<file path="config.mk">
export PLATFORM = sky130hd
export DESIGN_NAME = dgp_top
export DESIGN_NICKNAME = d
export VERILOG_FILES = /design/src/hdl/dgp_pkg.sv /design/src/hdl/dgp_pin_mux.sv /design/src/hdl/dgp_top.sv
export SDC_FILE = /design/constraint.sdc
export NUM_CORES = 1
export LEC_CHECK = 0
export BUFFER_PORTS_ARGS = -buffer_cell sky130_fd_sc_hd__buf_2
export CAP_MARGIN = 25
export CORE_UTILIZATION = 27
export DETAILED_ROUTE_END_ITERATION = 8
export PLACE_DENSITY = 0.5
export SYNTH_ARGS = -nofsm -noshare
export SYNTH_HDL_FRONTEND = slang
export SYNTH_SLANG_ARGS = --single-unit
</file>
<file path="constraint.sdc">
create_clock -name clk -period 3.15 [get_ports clk]
set_input_delay 0.315 -clock clk [delete_from_list [all_inputs] [get_ports clk]]
set_output_delay 0.315 -clock clk [all_outputs]
set_load 0.02 [all_outputs]
</file>
<file path="src/hdl/dgp_pkg.sv">
/*
  constants, types and helper functions for the debug-shared gpio ports:
  register indices, reset values, debug levels and pin ownership decode.
  assumes a single 50 mhz system clock and an apb register bus.
*/
package dgp_pkg;

  localparam int PORT_W = 8;
  localparam int APB_DW = 32;
  localparam int IDX_W = 30;

  // printed offsets are not word aligned, so they are indices; byte address is 4x
  localparam logic [31:0] IDX_FIRST_LATCH = 32'hFFFF_F061;
  localparam logic [31:0] IDX_SECOND_LATCH = 32'hFFFF_F062;
  localparam logic [31:0] IDX_FIRST_DIR = 32'hFFFF_F065;
  localparam logic [31:0] IDX_SECOND_DIR = 32'hFFFF_F066;
  localparam logic [31:0] IDX_FIRST_FSEL = 32'hFFFF_F069;
  localparam logic [31:0] IDX_FIRST_PU = 32'hFFFF_F06D;
  localparam logic [31:0] IDX_SECOND_PU = 32'hFFFF_F06E;

  localparam logic [PORT_W-1:0] LATCH_RST = 8'hFF;
  localparam logic [PORT_W-1:0] CTRL_RST = 8'h00;
  localparam int FSEL_BIT = 0;

  localparam logic [1:0] DBG_LVL0 = 2'h0;
  localparam logic [1:0] DBG_LVL1 = 2'h1;
  localparam logic [1:0] DBG_LVL2 = 2'h2;
  localparam logic [1:0] DBG_LVL3 = 2'h3;

  typedef enum logic [1:0] {OWN_PORT, OWN_TDATA, OWN_TCTRL} dgp_owner_e;

  // who drives the first port's pins
  function automatic dgp_owner_e dgp_first_owner(input logic [1:0] lvl, input logic fsel);
    dgp_owner_e o;
    o = OWN_PORT;
    if (lvl == DBG_LVL3) o = OWN_TDATA;
    else if (lvl == DBG_LVL2 && fsel) o = OWN_TDATA;
    return o;
  endfunction

  // who drives the second port's pins
  function automatic dgp_owner_e dgp_second_owner(input logic [1:0] lvl, input logic fsel);
    dgp_owner_e o;
    o = OWN_PORT;
    if (lvl == DBG_LVL1 || lvl == DBG_LVL3) o = OWN_TCTRL;
    else if (lvl == DBG_LVL2 && !fsel) o = OWN_TDATA;
    return o;
  endfunction

endpackage

</file>
<file path="src/hdl/dgp_pin_mux.sv">
/*
  per-port pin multiplexer: chooses between port latch/direction and the
  trace signals of the debug support unit. purely combinational; the caller
  registers the result before it reaches the pins.
*/
`timescale 1ns/1ns
module dgp_pin_mux
  import dgp_pkg::*;
(
  input wire dgp_owner_e owner,
  input wire logic [PORT_W-1:0] latch,
  input wire logic [PORT_W-1:0] dir,
  input wire logic [PORT_W-1:0] trace_data_out,
  input wire logic [PORT_W-1:0] trace_clock_control_out,
  output logic [PORT_W-1:0] pin_out,
  output logic [PORT_W-1:0] pin_oe
);

  // trace ownership forces every pin to drive; registers are left untouched
  always_comb begin
    unique case (owner)
      OWN_PORT: begin
        pin_out = latch;
        pin_oe = dir;
      end
      OWN_TDATA: begin
        pin_out = trace_data_out;
        pin_oe = '1;
      end
      OWN_TCTRL: begin
        pin_out = trace_clock_control_out;
        pin_oe = '1;
      end
      default: begin
        pin_out = latch;
        pin_oe = dir;
      end
    endcase
  end

endmodule

</file>
<file path="src/hdl/dgp_top.sv">
/*
  two 8-bit gpio ports shared with the debug support unit trace outputs.
  holds the apb slave, port registers, pin input synchronisers and the
  registered pin drivers. assumes debug level and trace signals come from
  logic on clk, and that pad logic resolves pull-ups and output enables.
*/
`timescale 1ns/1ns

// Functional notes
// each port has eight pins; direction bit one drives, zero reads
// first port reset: latch all ones, direction and function select zero
// second port reset: latch all ones, direction zero, all inputs
// per-bit pull-up enable per port, resets zero, one enables pull-up
// second port has only a direction register, no function select
// first port drives trace data when level demands, ignoring its registers
// level 0 both ports; 1 second trace control; 3 first data, second control
// level 2: select zero gives second trace data, one gives first trace data
// second port function follows debug level and first port function select
// the debug tool, not application code, writes the function select
// software should avoid port use while an in-circuit debugger is attached
// trace overrides latch and direction; register contents stay for later
module dgp_top
  import dgp_pkg::*;
(
  input wire logic clk,
  input wire logic sys_rst,
  input wire logic psel,
  input wire logic penable,
  input wire logic pwrite,
  input wire logic [31:0] paddr,
  input wire logic [APB_DW-1:0] pwdata,
  input wire logic [3:0] pstrb,
  output logic [APB_DW-1:0] prdata,
  output logic pready,
  output logic pslverr,
  input wire logic [1:0] debug_level,
  input wire logic [PORT_W-1:0] trace_data_out,
  input wire logic [PORT_W-1:0] trace_clock_control_out,
  input wire logic [PORT_W-1:0] first_port_pin_in,
  output logic [PORT_W-1:0] first_port_pin_out,
  output logic [PORT_W-1:0] first_port_pin_oe,
  output logic [PORT_W-1:0] first_port_pullup,
  input wire logic [PORT_W-1:0] second_port_pin_in,
  output logic [PORT_W-1:0] second_port_pin_out,
  output logic [PORT_W-1:0] second_port_pin_oe,
  output logic [PORT_W-1:0] second_port_pullup
);

  // word index match; printed indices are wider than the bus, only low bits compare
  function automatic logic idx_hit(input logic [31:0] addr, input logic [31:0] idx);
    return addr[31:2] == idx[IDX_W-1:0];
  endfunction

  logic [PORT_W-1:0] first_port_latch_r;
  logic [PORT_W-1:0] second_port_latch_r;
  logic [PORT_W-1:0] first_port_direction_r;
  logic [PORT_W-1:0] second_port_direction_r;
  logic [PORT_W-1:0] first_port_function_select_r;
  logic [PORT_W-1:0] first_port_pullup_enable_r;
  logic [PORT_W-1:0] second_port_pullup_enable_r;

  logic [PORT_W-1:0] first_meta_r;
  logic [PORT_W-1:0] first_sync_r;
  logic [PORT_W-1:0] second_meta_r;
  logic [PORT_W-1:0] second_sync_r;

  logic [APB_DW-1:0] prdata_r;
  logic pready_r;
  logic pslverr_r;
  logic [PORT_W-1:0] first_out_r;
  logic [PORT_W-1:0] first_oe_r;
  logic [PORT_W-1:0] second_out_r;
  logic [PORT_W-1:0] second_oe_r;

  logic setup_phase;
  logic wr_go;
  logic hit;
  logic [APB_DW-1:0] rd_nxt;
  logic [PORT_W-1:0] wbyte;
  logic [PORT_W-1:0] first_view;
  logic [PORT_W-1:0] second_view;
  dgp_owner_e first_owner;
  dgp_owner_e second_owner;
  logic [PORT_W-1:0] first_out_nxt;
  logic [PORT_W-1:0] first_oe_nxt;
  logic [PORT_W-1:0] second_out_nxt;
  logic [PORT_W-1:0] second_oe_nxt;

  // apb phase decode; a write lands only at the completing access edge
  assign setup_phase = psel & ~penable;
  assign wr_go = psel & penable & pready_r & pwrite & hit & pstrb[0];
  assign wbyte = pwdata[PORT_W-1:0];

  // pin inputs are asynchronous: two flops before any logic looks at them
  always_ff @(posedge clk) begin
    if (sys_rst) begin
      first_meta_r <= '0;
      first_sync_r <= '0;
      second_meta_r <= '0;
      second_sync_r <= '0;
    end else begin
      first_meta_r <= first_port_pin_in;
      first_sync_r <= first_meta_r;
      second_meta_r <= second_port_pin_in;
      second_sync_r <= second_meta_r;
    end
  end

  // read view: output bits show the latch, input bits show the pin
  assign first_view = (first_port_direction_r & first_port_latch_r) |
                      (~first_port_direction_r & first_sync_r);
  assign second_view = (second_port_direction_r & second_port_latch_r) |
                       (~second_port_direction_r & second_sync_r);

  // address decode and read data; unmapped addresses answer with an error
  always_comb begin
    rd_nxt = '0;
    hit = 1'b1;
    if (idx_hit(paddr, IDX_FIRST_LATCH)) begin
      rd_nxt[PORT_W-1:0] = first_view;
    end else if (idx_hit(paddr, IDX_SECOND_LATCH)) begin
      rd_nxt[PORT_W-1:0] = second_view;
    end else if (idx_hit(paddr, IDX_FIRST_DIR)) begin
      rd_nxt[PORT_W-1:0] = first_port_direction_r;
    end else if (idx_hit(paddr, IDX_SECOND_DIR)) begin
      rd_nxt = '0; // write-only, reads as zero
    end else if (idx_hit(paddr, IDX_FIRST_FSEL)) begin
      rd_nxt[PORT_W-1:0] = first_port_function_select_r;
    end else if (idx_hit(paddr, IDX_FIRST_PU)) begin
      rd_nxt[PORT_W-1:0] = first_port_pullup_enable_r;
    end else if (idx_hit(paddr, IDX_SECOND_PU)) begin
      rd_nxt[PORT_W-1:0] = second_port_pullup_enable_r;
    end else begin
      hit = 1'b0;
    end
  end

  // answer one cycle after setup: zero wait states, data captured at setup
  always_ff @(posedge clk) begin
    if (sys_rst) begin
      pready_r <= 1'b0;
      pslverr_r <= 1'b0;
      prdata_r <= '0;
    end else begin
      pready_r <= setup_phase;
      pslverr_r <= setup_phase & ~hit;
      if (setup_phase) begin
        prdata_r <= pwrite ? '0 : rd_nxt;
      end
    end
  end

  // first port registers; trace ownership never alters them
  always_ff @(posedge clk) begin
    if (sys_rst) begin
      first_port_latch_r <= LATCH_RST;
      first_port_direction_r <= CTRL_RST;
      first_port_function_select_r <= CTRL_RST;
      first_port_pullup_enable_r <= CTRL_RST;
    end else if (wr_go) begin
      if (idx_hit(paddr, IDX_FIRST_LATCH)) first_port_latch_r <= wbyte;
      if (idx_hit(paddr, IDX_FIRST_DIR)) first_port_direction_r <= wbyte;
      if (idx_hit(paddr, IDX_FIRST_FSEL)) first_port_function_select_r <= wbyte;
      if (idx_hit(paddr, IDX_FIRST_PU)) first_port_pullup_enable_r <= wbyte;
    end
  end

  // second port registers: direction only, no function select
  always_ff @(posedge clk) begin
    if (sys_rst) begin
      second_port_latch_r <= LATCH_RST;
      second_port_direction_r <= CTRL_RST;
      second_port_pullup_enable_r <= CTRL_RST;
    end else if (wr_go) begin
      if (idx_hit(paddr, IDX_SECOND_LATCH)) second_port_latch_r <= wbyte;
      if (idx_hit(paddr, IDX_SECOND_DIR)) second_port_direction_r <= wbyte;
      if (idx_hit(paddr, IDX_SECOND_PU)) second_port_pullup_enable_r <= wbyte;
    end
  end

  // pin ownership from debug level and the first port's select bit
  assign first_owner = dgp_first_owner(debug_level,
                                       first_port_function_select_r[FSEL_BIT]);
  assign second_owner = dgp_second_owner(debug_level,
                                         first_port_function_select_r[FSEL_BIT]);

  dgp_pin_mux u_first_mux (
    .owner(first_owner),
    .latch(first_port_latch_r),
    .dir(first_port_direction_r),
    .trace_data_out(trace_data_out),
    .trace_clock_control_out(trace_clock_control_out),
    .pin_out(first_out_nxt),
    .pin_oe(first_oe_nxt)
  );

  dgp_pin_mux u_second_mux (
    .owner(second_owner),
    .latch(second_port_latch_r),
    .dir(second_port_direction_r),
    .trace_data_out(trace_data_out),
    .trace_clock_control_out(trace_clock_control_out),
    .pin_out(second_out_nxt),
    .pin_oe(second_oe_nxt)
  );

  // pin drivers are registered so the pads see glitch-free levels,
  // at the cost of one cycle of trace latency
  always_ff @(posedge clk) begin
    if (sys_rst) begin
      first_out_r <= LATCH_RST;
      first_oe_r <= CTRL_RST;
      second_out_r <= LATCH_RST;
      second_oe_r <= CTRL_RST;
    end else begin
      first_out_r <= first_out_nxt;
      first_oe_r <= first_oe_nxt;
      second_out_r <= second_out_nxt;
      second_oe_r <= second_oe_nxt;
    end
  end

  assign prdata = prdata_r;
  assign pready = pready_r;
  assign pslverr = pslverr_r;
  assign first_port_pin_out = first_out_r;
  assign first_port_pin_oe = first_oe_r;
  assign second_port_pin_out = second_out_r;
  assign second_port_pin_oe = second_oe_r;
  assign first_port_pullup = first_port_pullup_enable_r;
  assign second_port_pullup = second_port_pullup_enable_r;
endmodule

</file>
# Word level (Yosys, flattened, before mapping)

Index checks and enable logic that the tools add are counted.

Equality and inequality tests: 14
Muxes and demuxes: 23
Bitwise logic cells: 17
Reductions and logical operators: 13

Operator list:

| operator                                             | count |
|---|---|
| equality test 30 bit (second input constant)         | 7 |
| 2-to-1 mux 8 bit                                     | 10 |
| AND 8 bit                                            | 4 |
| one-hot mux 8 bit (2 select lines)                   | 2 |
| NOT 8 bit                                            | 2 |
| OR 8 bit                                             | 2 |
| AND reduction 2 bit                                  | 7 |
| 2-to-1 mux 1 bit                                     | 10 |
| AND 1 bit                                            | 7 |
| equality test 2 bit (second input constant)          | 3 |
| equality test 2 x 1 -> 1 bit (second input constant) | 2 |
| OR reduction 2 bit                                   | 2 |
| equality test 1 x 2 -> 1 bit (second input constant) | 1 |
| logical AND 1 bit                                    | 2 |
| 2-to-1 mux 2 bit                                     | 1 |
| NOT 1 bit                                            | 2 |
| equality test 1 bit (second input constant)          | 1 |
| logical NOT 1 bit                                    | 1 |
| logical OR 1 bit                                     | 1 |

Register bits after elaboration: 154
Output and inout bits: 82
Logic and storage cells: 85

# Longest topological paths before layout

Gate-level depths: netlist (run 1).

Depth in word-level cells: 11
Gate-level depth with buffers: 5
Mapped depth without buffers: 4

# By module

A second synthesis (run 1) with hierarchy kept.

Cells, all modules: 593
Area, all modules: 5696.7 sq um

By module, submodules not included:

| module      | times used | cells an instance | area an instance (sq um) | sequential area each (sq um) |
|---|---|---|---|---|
| dgp_top     | 1          | 513               | 5213.8                   | 2602.5 |
| dgp_pin_mux | 2          | 40                | 241.5                    | 0.0 |

# Worst setup path before layout (run 1)

No wires, ideal clock.

Kind: input-to-reg
Start point: input port paddr[11]
End point: register first_port_pullup_enable_r[0] (netlist: first_port_pullup[0])
Library setup time: 0.123 ns
Data arrival time: 1.864 ns
Data required time: 3.027 ns
Slack: 1.164 ns
Cell stages on the path: 4
Buffers on the path: 0
Cell sequence: or4_4 -> nor4_4 -> nand4_4 -> mux2i_1

Cells in the longest elaborated chain, start to end: 11

RTL lines:

| element                         | line           | RTL |
|---|---|---|
| start, declared                 | dgp_top.sv:30  | `input wire logic [31:0] paddr,` |
| equality test 30 bit            | dgp_top.sv:51  | `return addr[31:2] == idx[IDX_W-1:0];` |
| 2-to-1 mux 1 bit                | dgp_top.sv:131 | `end else if (idx_hit(paddr, IDX_SECOND_PU)) begin` |
| 2-to-1 mux 1 bit                | dgp_top.sv:129 | `end else if (idx_hit(paddr, IDX_FIRST_PU)) begin` |
| 2-to-1 mux 1 bit                | dgp_top.sv:127 | `end else if (idx_hit(paddr, IDX_FIRST_FSEL)) begin` |
| 2-to-1 mux 1 bit                | dgp_top.sv:125 | `end else if (idx_hit(paddr, IDX_SECOND_DIR)) begin` |
| 2-to-1 mux 1 bit                | dgp_top.sv:123 | `end else if (idx_hit(paddr, IDX_FIRST_DIR)) begin` |
| 2-to-1 mux 1 bit                | dgp_top.sv:121 | `end else if (idx_hit(paddr, IDX_SECOND_LATCH)) begin` |
| 2-to-1 mux 1 bit                | dgp_top.sv:119 | `if (idx_hit(paddr, IDX_FIRST_LATCH)) begin` |
| AND 1 bit (2 in series)         | dgp_top.sv:91  | `assign wr_go = psel & penable & pready_r & pwrite & hit & pstrb[0];` |
| AND reduction 2 bit (no line) * | --             |  |
| end signal, assigned            | dgp_top.sv:164 | `if (idx_hit(paddr, IDX_FIRST_PU)) first_port_pullup_enable_r <= wbyte;` |
| end, declared                   | dgp_top.sv:59  | `logic [PORT_W-1:0] first_port_pullup_enable_r;` |

Every way passes the cells marked *; elsewhere a longest branch is shown, timed or not.
A chain may end at the register's enable or synchronous reset.

# Final worst setup path (run 1)

Start point: input port paddr[11]
End point: register second_port_direction_r[5]

Cells in the longest elaborated chain, start to end: 11

RTL lines:

| element                         | line           | RTL |
|---|---|---|
| equality test 30 bit            | dgp_top.sv:51  |  |
| 2-to-1 mux 1 bit                | dgp_top.sv:131 |  |
| 2-to-1 mux 1 bit                | dgp_top.sv:129 |  |
| 2-to-1 mux 1 bit                | dgp_top.sv:127 |  |
| 2-to-1 mux 1 bit                | dgp_top.sv:125 |  |
| 2-to-1 mux 1 bit                | dgp_top.sv:123 |  |
| 2-to-1 mux 1 bit                | dgp_top.sv:121 |  |
| 2-to-1 mux 1 bit                | dgp_top.sv:119 |  |
| AND 1 bit (2 in series)         | dgp_top.sv:91  |  |
| AND reduction 2 bit (no line) * | --             |  |
| end signal, assigned            | dgp_top.sv:176 | `if (idx_hit(paddr, IDX_SECOND_DIR)) second_port_direction_r <= wbyte;` |
| end, declared                   | dgp_top.sv:57  | `logic [PORT_W-1:0] second_port_direction_r;` |

Marked as above.

==> results of run 1 <==
## cells by family (layout without fill, tap and decap cells)
kind of cell           count (synthesis)  in the layout
DFF                                  130            130
and+or+nand+nor                      227            227
other                                  1             24
buffers and inverters                 65            184
AOI/OAI and AO/OA                     59             59
muxes                                 80             80
## sequential cells by signal (all words and copies together), names as in the netlist
signal / count
first_meta_r: 8
first_port_direction_r: 8
first_port_function_select_r: 8
first_port_latch_r: 8
first_port_pin_oe: 8
first_port_pin_out: 8
first_port_pullup: 8
first_sync_r: 8
prdata: 8
second_meta_r: 8
second_port_direction_r: 8
second_port_latch_r: 8
second_port_pin_oe: 8
second_port_pin_out: 8
second_port_pullup: 8
second_sync_r: 8
pready: 1
pslverr: 1
## final cells by class
type / count / share of cell area
Inverter: 11 / 0.005864
Clock inverter: 10 / 0.02274
Multi-Input combinational cell: 390 / 0.3838
Sequential cell: 130 / 0.3696
Tap cell: 270 / 0.04797
Clock buffer: 20 / 0.06343
Timing Repair Buffer: 143 / 0.1066
## through the flow
stage	cells	utilization
after floorplan	585	-
after global placement	944	0.3180
after detailed placement	944	0.3180
after CTS	974	0.3480
after global routing	974	0.3480
final	974	0.3480
## metal layers
| layer | part of all wire | vias up | track usage |
|---|---|---|---|
| met3 | 0.046 | 13 | 0.04451 |
| li1 | - | 2179 | - |
| met5 | 0 | - | 0 |
| met2 | 0.48 | 129 | 0.2442 |
| met1 | 0.46 | 1932 | 0.1875 |
| met4 | 0.0088 | 0 | 0.05421 |
## cells in the final DEF (no fill, tap or decap), types with 9 or more instances in the layout
| master | instances |
|---|---|
| nand2_1 | 18 |
| nor2b_1 | 50 |
| mux2i_1 | 72 |
| buf_2 | 134 |
| o21ai_0 | 9 |
| inv_1 | 10 |
| clkbuf_16 | 17 |
| nand4_1 | 14 |
| a32oi_1 | 16 |
| nand2b_1 | 51 |
| dfxtp_1 | 130 |
| nor2_1 | 62 |
| conb_1 | 24 |
## cell usage after synthesis (4+ instances only)
cell and number:
nand4_1 14, buf_4 24, a221oi_1 8, a211o_1 8, nand2_1 18, nor2b_1 50
nor2_1 62, a32oi_1 16, nand3_1 8, o21ai_0 9, dfxtp_1 130, inv_1 10
mux2i_1 72, nand2b_1 51, clkbuf_1 24, nand4_4 4, mux2_2 8, a211oi_1 8
o221ai_1 8
## worst paths after layout
check | startpoint | end | slack [ns] | depth (start not counted)
max | paddr[11] | second_port_direction_r[5] | 1.16 | 5
min | first_port_pin_in[1] | first_meta_r[1] | 0.10 | 2
max reg2reg | pready | second_port_direction_r[5] | 1.25 | 4
min reg2reg | first_meta_r[6] | first_sync_r[6] | 0.43 | 1
## power breakdown
group / internal, mW / switching (mW)
combinational: 0.113 / 0.194
clock: 1.33 / 0.720
sequential: 1.69 / 0.0107
==> run_results.csv, run 1 <==
group,metric,value,unit
final_layout,multiInputGateArea,0.002703,mm^2
setup_path,setup.worst_path.start_class,"primary input",
detailed_routing,drt_first_iter_violations,215,
placed_design,place.detailed.hpwl,11250,um
placed_design,place.port_buffers,135,
sta,finalWorstPathRequiredPeriod,1.988,ns
sta,final.setup_skew,0.01612,ns
logic_synthesis,synth_compound_gate_area_share,0.08467,
logic_synthesis,post_synth_instance_area,0.005557,mm^2
power_and_ir_drop,power.density_cell_area,575.8,mW/mm^2
setup_path,cp_data_required_time,3.50,ns
die,floorplan.core_area,0.02023,mm^2
sta,layout_worst_path_cycle_share,0.6311,
detailed_routing,antenna_left,0,
run,max_cap_violations,0,
logic_synthesis,synth_edf_count,0,
logic_synthesis,synthesis.area_per_instance,9.887,um^2
final_layout,layout-area-overhead-vs-synth,26.73,%
run_status,run_status,"finished, final reports clean",
logic_synthesis,synth_cell_type_count,41,
logic_synthesis,synth.yosys.warnings,0,
clock_network,holdBufCountCts,0,
detailed_routing,dr_total_vias,4253,
detailed_routing,detail_route.drc_violations,0,
global_route,gr-total-overflow,0,
clock_network,ctsResizeCount,0,
setup_path,worst-path-max-fanout,8,
final_layout,design_area,0.007042,mm^2
die,floorplan.rows,52,
global_route,global_route.usage.total,0.1500,
sta,grt_setup_unrepaired,"no",
logic_synthesis,ys_async_sr_fraction,0,
sta,slew_viol_final,0,
sta,post-route-worst-setup-slack,1.162,ns
clock_network,cts.clk_slew.worst_paths,0.06,ns
placed_design,placer_s_final_routability_congestion_estimate,0.7756,
final_layout,layout-drive-gt1-share,0.2727,
final_layout,fin_nets,800,
power_and_ir_drop,vdd_drop_max,0.0003642,V
die,die-area,0.02116,mm^2
clock_network,tritoncts.num_buffers,17,
final_layout,antenna_cells,0,
detailed_routing,totalWireLength,15380,um
global_route,grt_max_degree,89,
setup_path,crit_path_top_delay_cell,"and4_1",
setup_path,critical_path.max_stage_delay,0.63,ns
logic_synthesis,ys_top_cells_by_area,"dfxtp_1, mux2i_1, nand2b_1, nor2b_1, nor2_1",
setup_path,criticalPathCategory,"primary input to flop",
hold_path,min_path_type,"primary input to flop",
clock_network,clock-sinks,130,
die,die_h,145.5,um
logic_synthesis,yosys.area_share.adder,0,
logic_synthesis,synthCells,562,
detailed_routing,wl_per_cell,15.79,um
detailed_routing,drt_first_pass_iters,5,
final_layout,nFillCells,2078,
die,dieWidth,145.5,um
die,count_of_boundary_i_o_pins,189,
global_route,grt_pass1_wl,23780,um
final_layout,ff_latch_area,0.002603,mm^2
die,floorplan.initialDensity,0.2746,
sta,final.setup.tns,0,ns
logic_synthesis,synth_flop_cell,"dfxtp_1",
clock_network,cts_tree,"done",
clock_network,root_buffer,"clkbuf_16",
placed_design,dp_worst_setup_slack,0.6982,ns
sta,hold_violation_count_in_the_final_report,0,
global_route,first_global_vias,4147,
placed_design,post_dp_cell_area,0.006435,mm^2
setup_path,top_cell_family_by_delay_on_the_critical_path,"simple AND/OR/NAND/NOR gates",
logic_synthesis,postSynthRegisterBits,130,
sta,max_slew_margin,0.4286,
power_and_ir_drop,p_total,4.055,mW
sta,hold_ws,0.1015,ns
logic_synthesis,synth.largest_area_cell,"dfxtp_1",
logic_synthesis,top_cell_type_s_share_of_synthesized_area,0.4684,
detailed_routing,avgViaCountPerCell,4.367,
clock_network,cts-root-to-sink-buffers,2,
logic_synthesis,synth-seq-area-share,0.4684,
power_and_ir_drop,cellLeakagePower,3.157,nW
setup_path,worstPathArrival,2.34,ns
logic_synthesis,post_synthesis_share_of_cell_area_spent_on_xor_and_xnor_gates,0,
setup_path,crit_chain,"buf_2, or4_4, nor4_2, and4_1, mux2i_1",
global_route,antenna_found_initial,0,
logic_synthesis,main_combinational_cell_family_by_area_after_synthesis,"simple AND/OR/NAND/NOR gates",
setup_path,endpoint_kind,"flop",
sta,setup_viol_count_final,0,
clock_network,post_cts_setup_buffer_count,0,
sta,fmaxAchievable,0.5030,GHz
sta,worst_slew_pin_slew,0.8554,ns
setup_path,timing.critical_path.buf_inv,1,
logic_synthesis,synth_simple_gate_area_share,0.2396,
logic_synthesis,post_synth_mux_area_share,0.1459,
clock_network,htreeDepth,4,
clock_network,clock_insertion_delay_worst_skew,0.43,ns
Power figures use the tool's default switching activity.
==> run 2, diff against run 1 <==
--- a/config.mk
+++ b/config.mk
@@ -9,7 +9,7 @@
 export CAP_MARGIN = 25
 export CORE_UTILIZATION = 27
 export DETAILED_ROUTE_END_ITERATION = 8
-export PLACE_DENSITY = 0.5
+export PLACE_DENSITY = 0.52
 export SYNTH_ARGS = -nofsm -noshare
 export SYNTH_HDL_FRONTEND = slang
 export SYNTH_SLANG_ARGS = --single-unit
==> constraint.sdc (replaced) <==
create_clock -name clk -period 1.6 [get_ports clk]
set_input_delay 0.16 -clock clk [delete_from_list [all_inputs] [get_ports clk]]
set_output_delay 0.16 -clock clk [all_outputs]
set_load 0.02 [all_outputs]
==> run_results.csv, run 2 (synthesis gave the netlist of run 1 again) <==
group,metric,value,unit
final_layout,finalCoreUtilization,0.3777,
detailed_routing,antenna_left,0,
hold_path,hold_depth,3,
global_route,met3_track_demand_over_resource,0.04357,
hold_path,hold_path_end,"first_port_latch_r[3]",
sta,finalWorstPathRequiredPeriod,1.525,ns
setup_path,cp_data_required_time,1.89,ns
final_layout,nFillCells,2022,
sta,grt_setup_unrepaired,"yes",
global_route,grt-busiest-layer,"met2",
global_route,grt_util_met2,0.2524,
global_route,grt_pass1_wl,24780,um
die,die_h,145.5,um
sta,final.setup_skew,0.007066,ns
hold_path,worst_hold_startpoint,"pwdata[3]",
setup_path,crit_chain,"buf_2, or4_4, buf_4, nor4_4, buf_6, nand4_4, mux2i_1",
placed_design,placer_s_final_routability_congestion_estimate,0.8229,
setup_path,ff2ff_setup_slack,0.13,ns
detailed_routing,drt_first_iter_violations,260,
hold_path,min_path_type,"primary input to flop",
sta,setup_viol_count_final,0,
power_and_ir_drop,net_sw_power,1.928,mW
sta,worst_slew_pin_slew,0.8251,ns
sta,max_slew_margin,0.4488,
sta,slew_viol_final,0,
setup_path,critical_path.max_stage_delay,0.57,ns
setup_path,worst-path-max-fanout,8,
die,floorplan.rows,52,
global_route,antenna_found_initial,0,
placed_design,place.port_buffers,135,
detailed_routing,totalWireLength,15780,um
setup_path,criticalPathCategory,"primary input to flop",
power_and_ir_drop,power.clock.fraction,0.478,
clock_network,cts.clk_slew.worst_paths,0.06,ns
global_route,grt_max_degree,40,
sta,hold_violation_count_in_the_final_report,0,
final_layout,leading_cell_type_in_the_layout_fill_and_taps_excluded,"buf_2",
detailed_routing,detail_route.drc_violations,0,
power_and_ir_drop,p_total,7.754,mW
setup_path,worstPathArrival,1.81,ns
clock_network,cts-root-to-sink-buffers,2,
power_and_ir_drop,internal_power,5.826,mW
power_and_ir_drop,power.density_cell_area,1015,mW/mm^2
global_route,gr-total-overflow,0,
die,floorplan.initialDensity,0.2746,
detailed_routing,avgViaCountPerCell,4.315,
power_and_ir_drop,seqPwrFrac,0.431,
sta,fmaxAchievable,0.6555,GHz
die,die-area,0.02116,mm^2
power_and_ir_drop,vdd_drop_max,0.0007092,V
setup_path,endpoint_kind,"flop",
final_layout,layout-area-overhead-vs-synth,37.54,%
final_layout,layout-drive-gt1-share,0.2983,
detailed_routing,wl_per_cell,15.16,um
setup_path,reg2reg_depth,5,
final_layout,layout_common_cells,"buf_2, dfxtp_1, mux2i_1",
sta,layout_worst_path_cycle_share,0.9534,
final_layout,fin_nets,865,
detailed_routing,dr_total_vias,4492,
clock_network,htreeDepth,4,
power_and_ir_drop,sw_frac_of_total,0.2486,
sta,final.setup.tns,0,ns
power_and_ir_drop,cellLeakagePower,3.473,nW
die,dieWidth,145.5,um
clock_network,clock_insertion_delay_worst_skew,0.42,ns
power_and_ir_drop,share_comb_of_total_power,0.091,
clock_network,tritoncts.num_buffers,17,
final_layout,antenna_cells,0,
clock_network,cts_tree,"done",
setup_path,worstReg2RegEnd,"first_port_direction_r[3]",
clock_network,clock-sinks,130,
global_route,met1_usage,0.1910,
run,max_cap_violations,0,
run_status,run_status,"finished, final reports clean",
setup_path,crit_path_top_delay_cell,"or4_4",
global_route,first_global_vias,4478,
placed_design,place.detailed.hpwl,11740,um
die,count_of_boundary_i_o_pins,189,
die,floorplan.core_area,0.02023,mm^2
global_route,global_route.usage.total,0.1535,
setup_path,regToRegStartpoint,"pready",
detailed_routing,drt_first_pass_iters,4,
setup_path,setup.worst_path.start_class,"primary input",
clock_network,root_buffer,"clkbuf_16",
## run 2: through the flow
| step | hold WS (ns) | instance area (um^2) | cells | setup slack, ns |
|---|---|---|---|---|
| 2_1_floorplan | 0.2779 | 5672 | 585 | -0.1205 |
| 3_3_place_gp | 0.3752 | 6735 | 976 | -0.3056 |
| 3_5_place_dp | 0.3717 | 6735 | 976 | -0.3313 |
| 4_1_cts | 0.008167 | 7627 | 1040 | 0.004489 |
| 5_1_grt | 0.01932 | 7642 | 1041 | -0.02582 |
| 6_report | 0.02580 | 7642 | 1041 | 0.07452 |
## run 2: area by class of cell
class	count	area [um^2]	share of cell area
flip-flops and latches	130	2604	0.3407
multi-input cells	390	2724	0.3564
clock inverters	13	128.9	0.01686
well taps	270	337.8	0.04420
repair buffers	208	1364	0.1785
inverters	11	41.29	0.005403
clock buffers	19	442.9	0.05796
## run 2: what timing repair did
item,in CTS,in global routing
endpoints found under the hold margin,32,0
setup buffers,0,1
pin swaps,3,1
setup endpoints to repair,19,48
resized for setup,0,2
hold buffers,32,0
## run 2: power by group through the flow
| stage | Clock (mW) | Sequential, mW | Combinational [mW] |
|---|---|---|---|
| floorplan | 0 | 3.47 | 0.358 |
| global placement | 0 | 3.42 | 0.648 |
| detailed placement | 0 | 3.41 | 0.652 |
| CTS | 3.79 | 3.34 | 0.712 |
| global route | 3.96 | 3.35 | 0.773 |
| finish | 3.70 | 3.34 | 0.706 |
## run 2: how the worst max path moves through the flow
stage | start | endpoint | slack [ns] | cells after the start
2_1_floorplan | paddr[11] | first_port_pullup[0] | -0.12 | 4
3_3_place_gp | paddr[11] | first_port_direction_r[3] | -0.31 | 7
3_5_place_dp | paddr[11] | first_port_pullup[7] | -0.33 | 7
4_1_cts | pready | first_port_function_select_r[6] | 0.004 | 5
5_1_grt | pready | second_port_direction_r[0] | -0.03 | 5
6_report | paddr[11] | first_port_direction_r[3] | 0.07 | 7
## run 2: worst max-delay path, delay by kind of cell
kind                   cells  cell delay (ns)
muxes                      1             0.19
buffers and inverters      3             0.45
and+or+nand+nor            3             1.00
## run 2: routing by layer
metal,part of all wire,up-vias
li1,-,2315
met1,0.46,2027
met2,0.47,127
met3,0.050,23
met4,0.019,0
met5,0,-
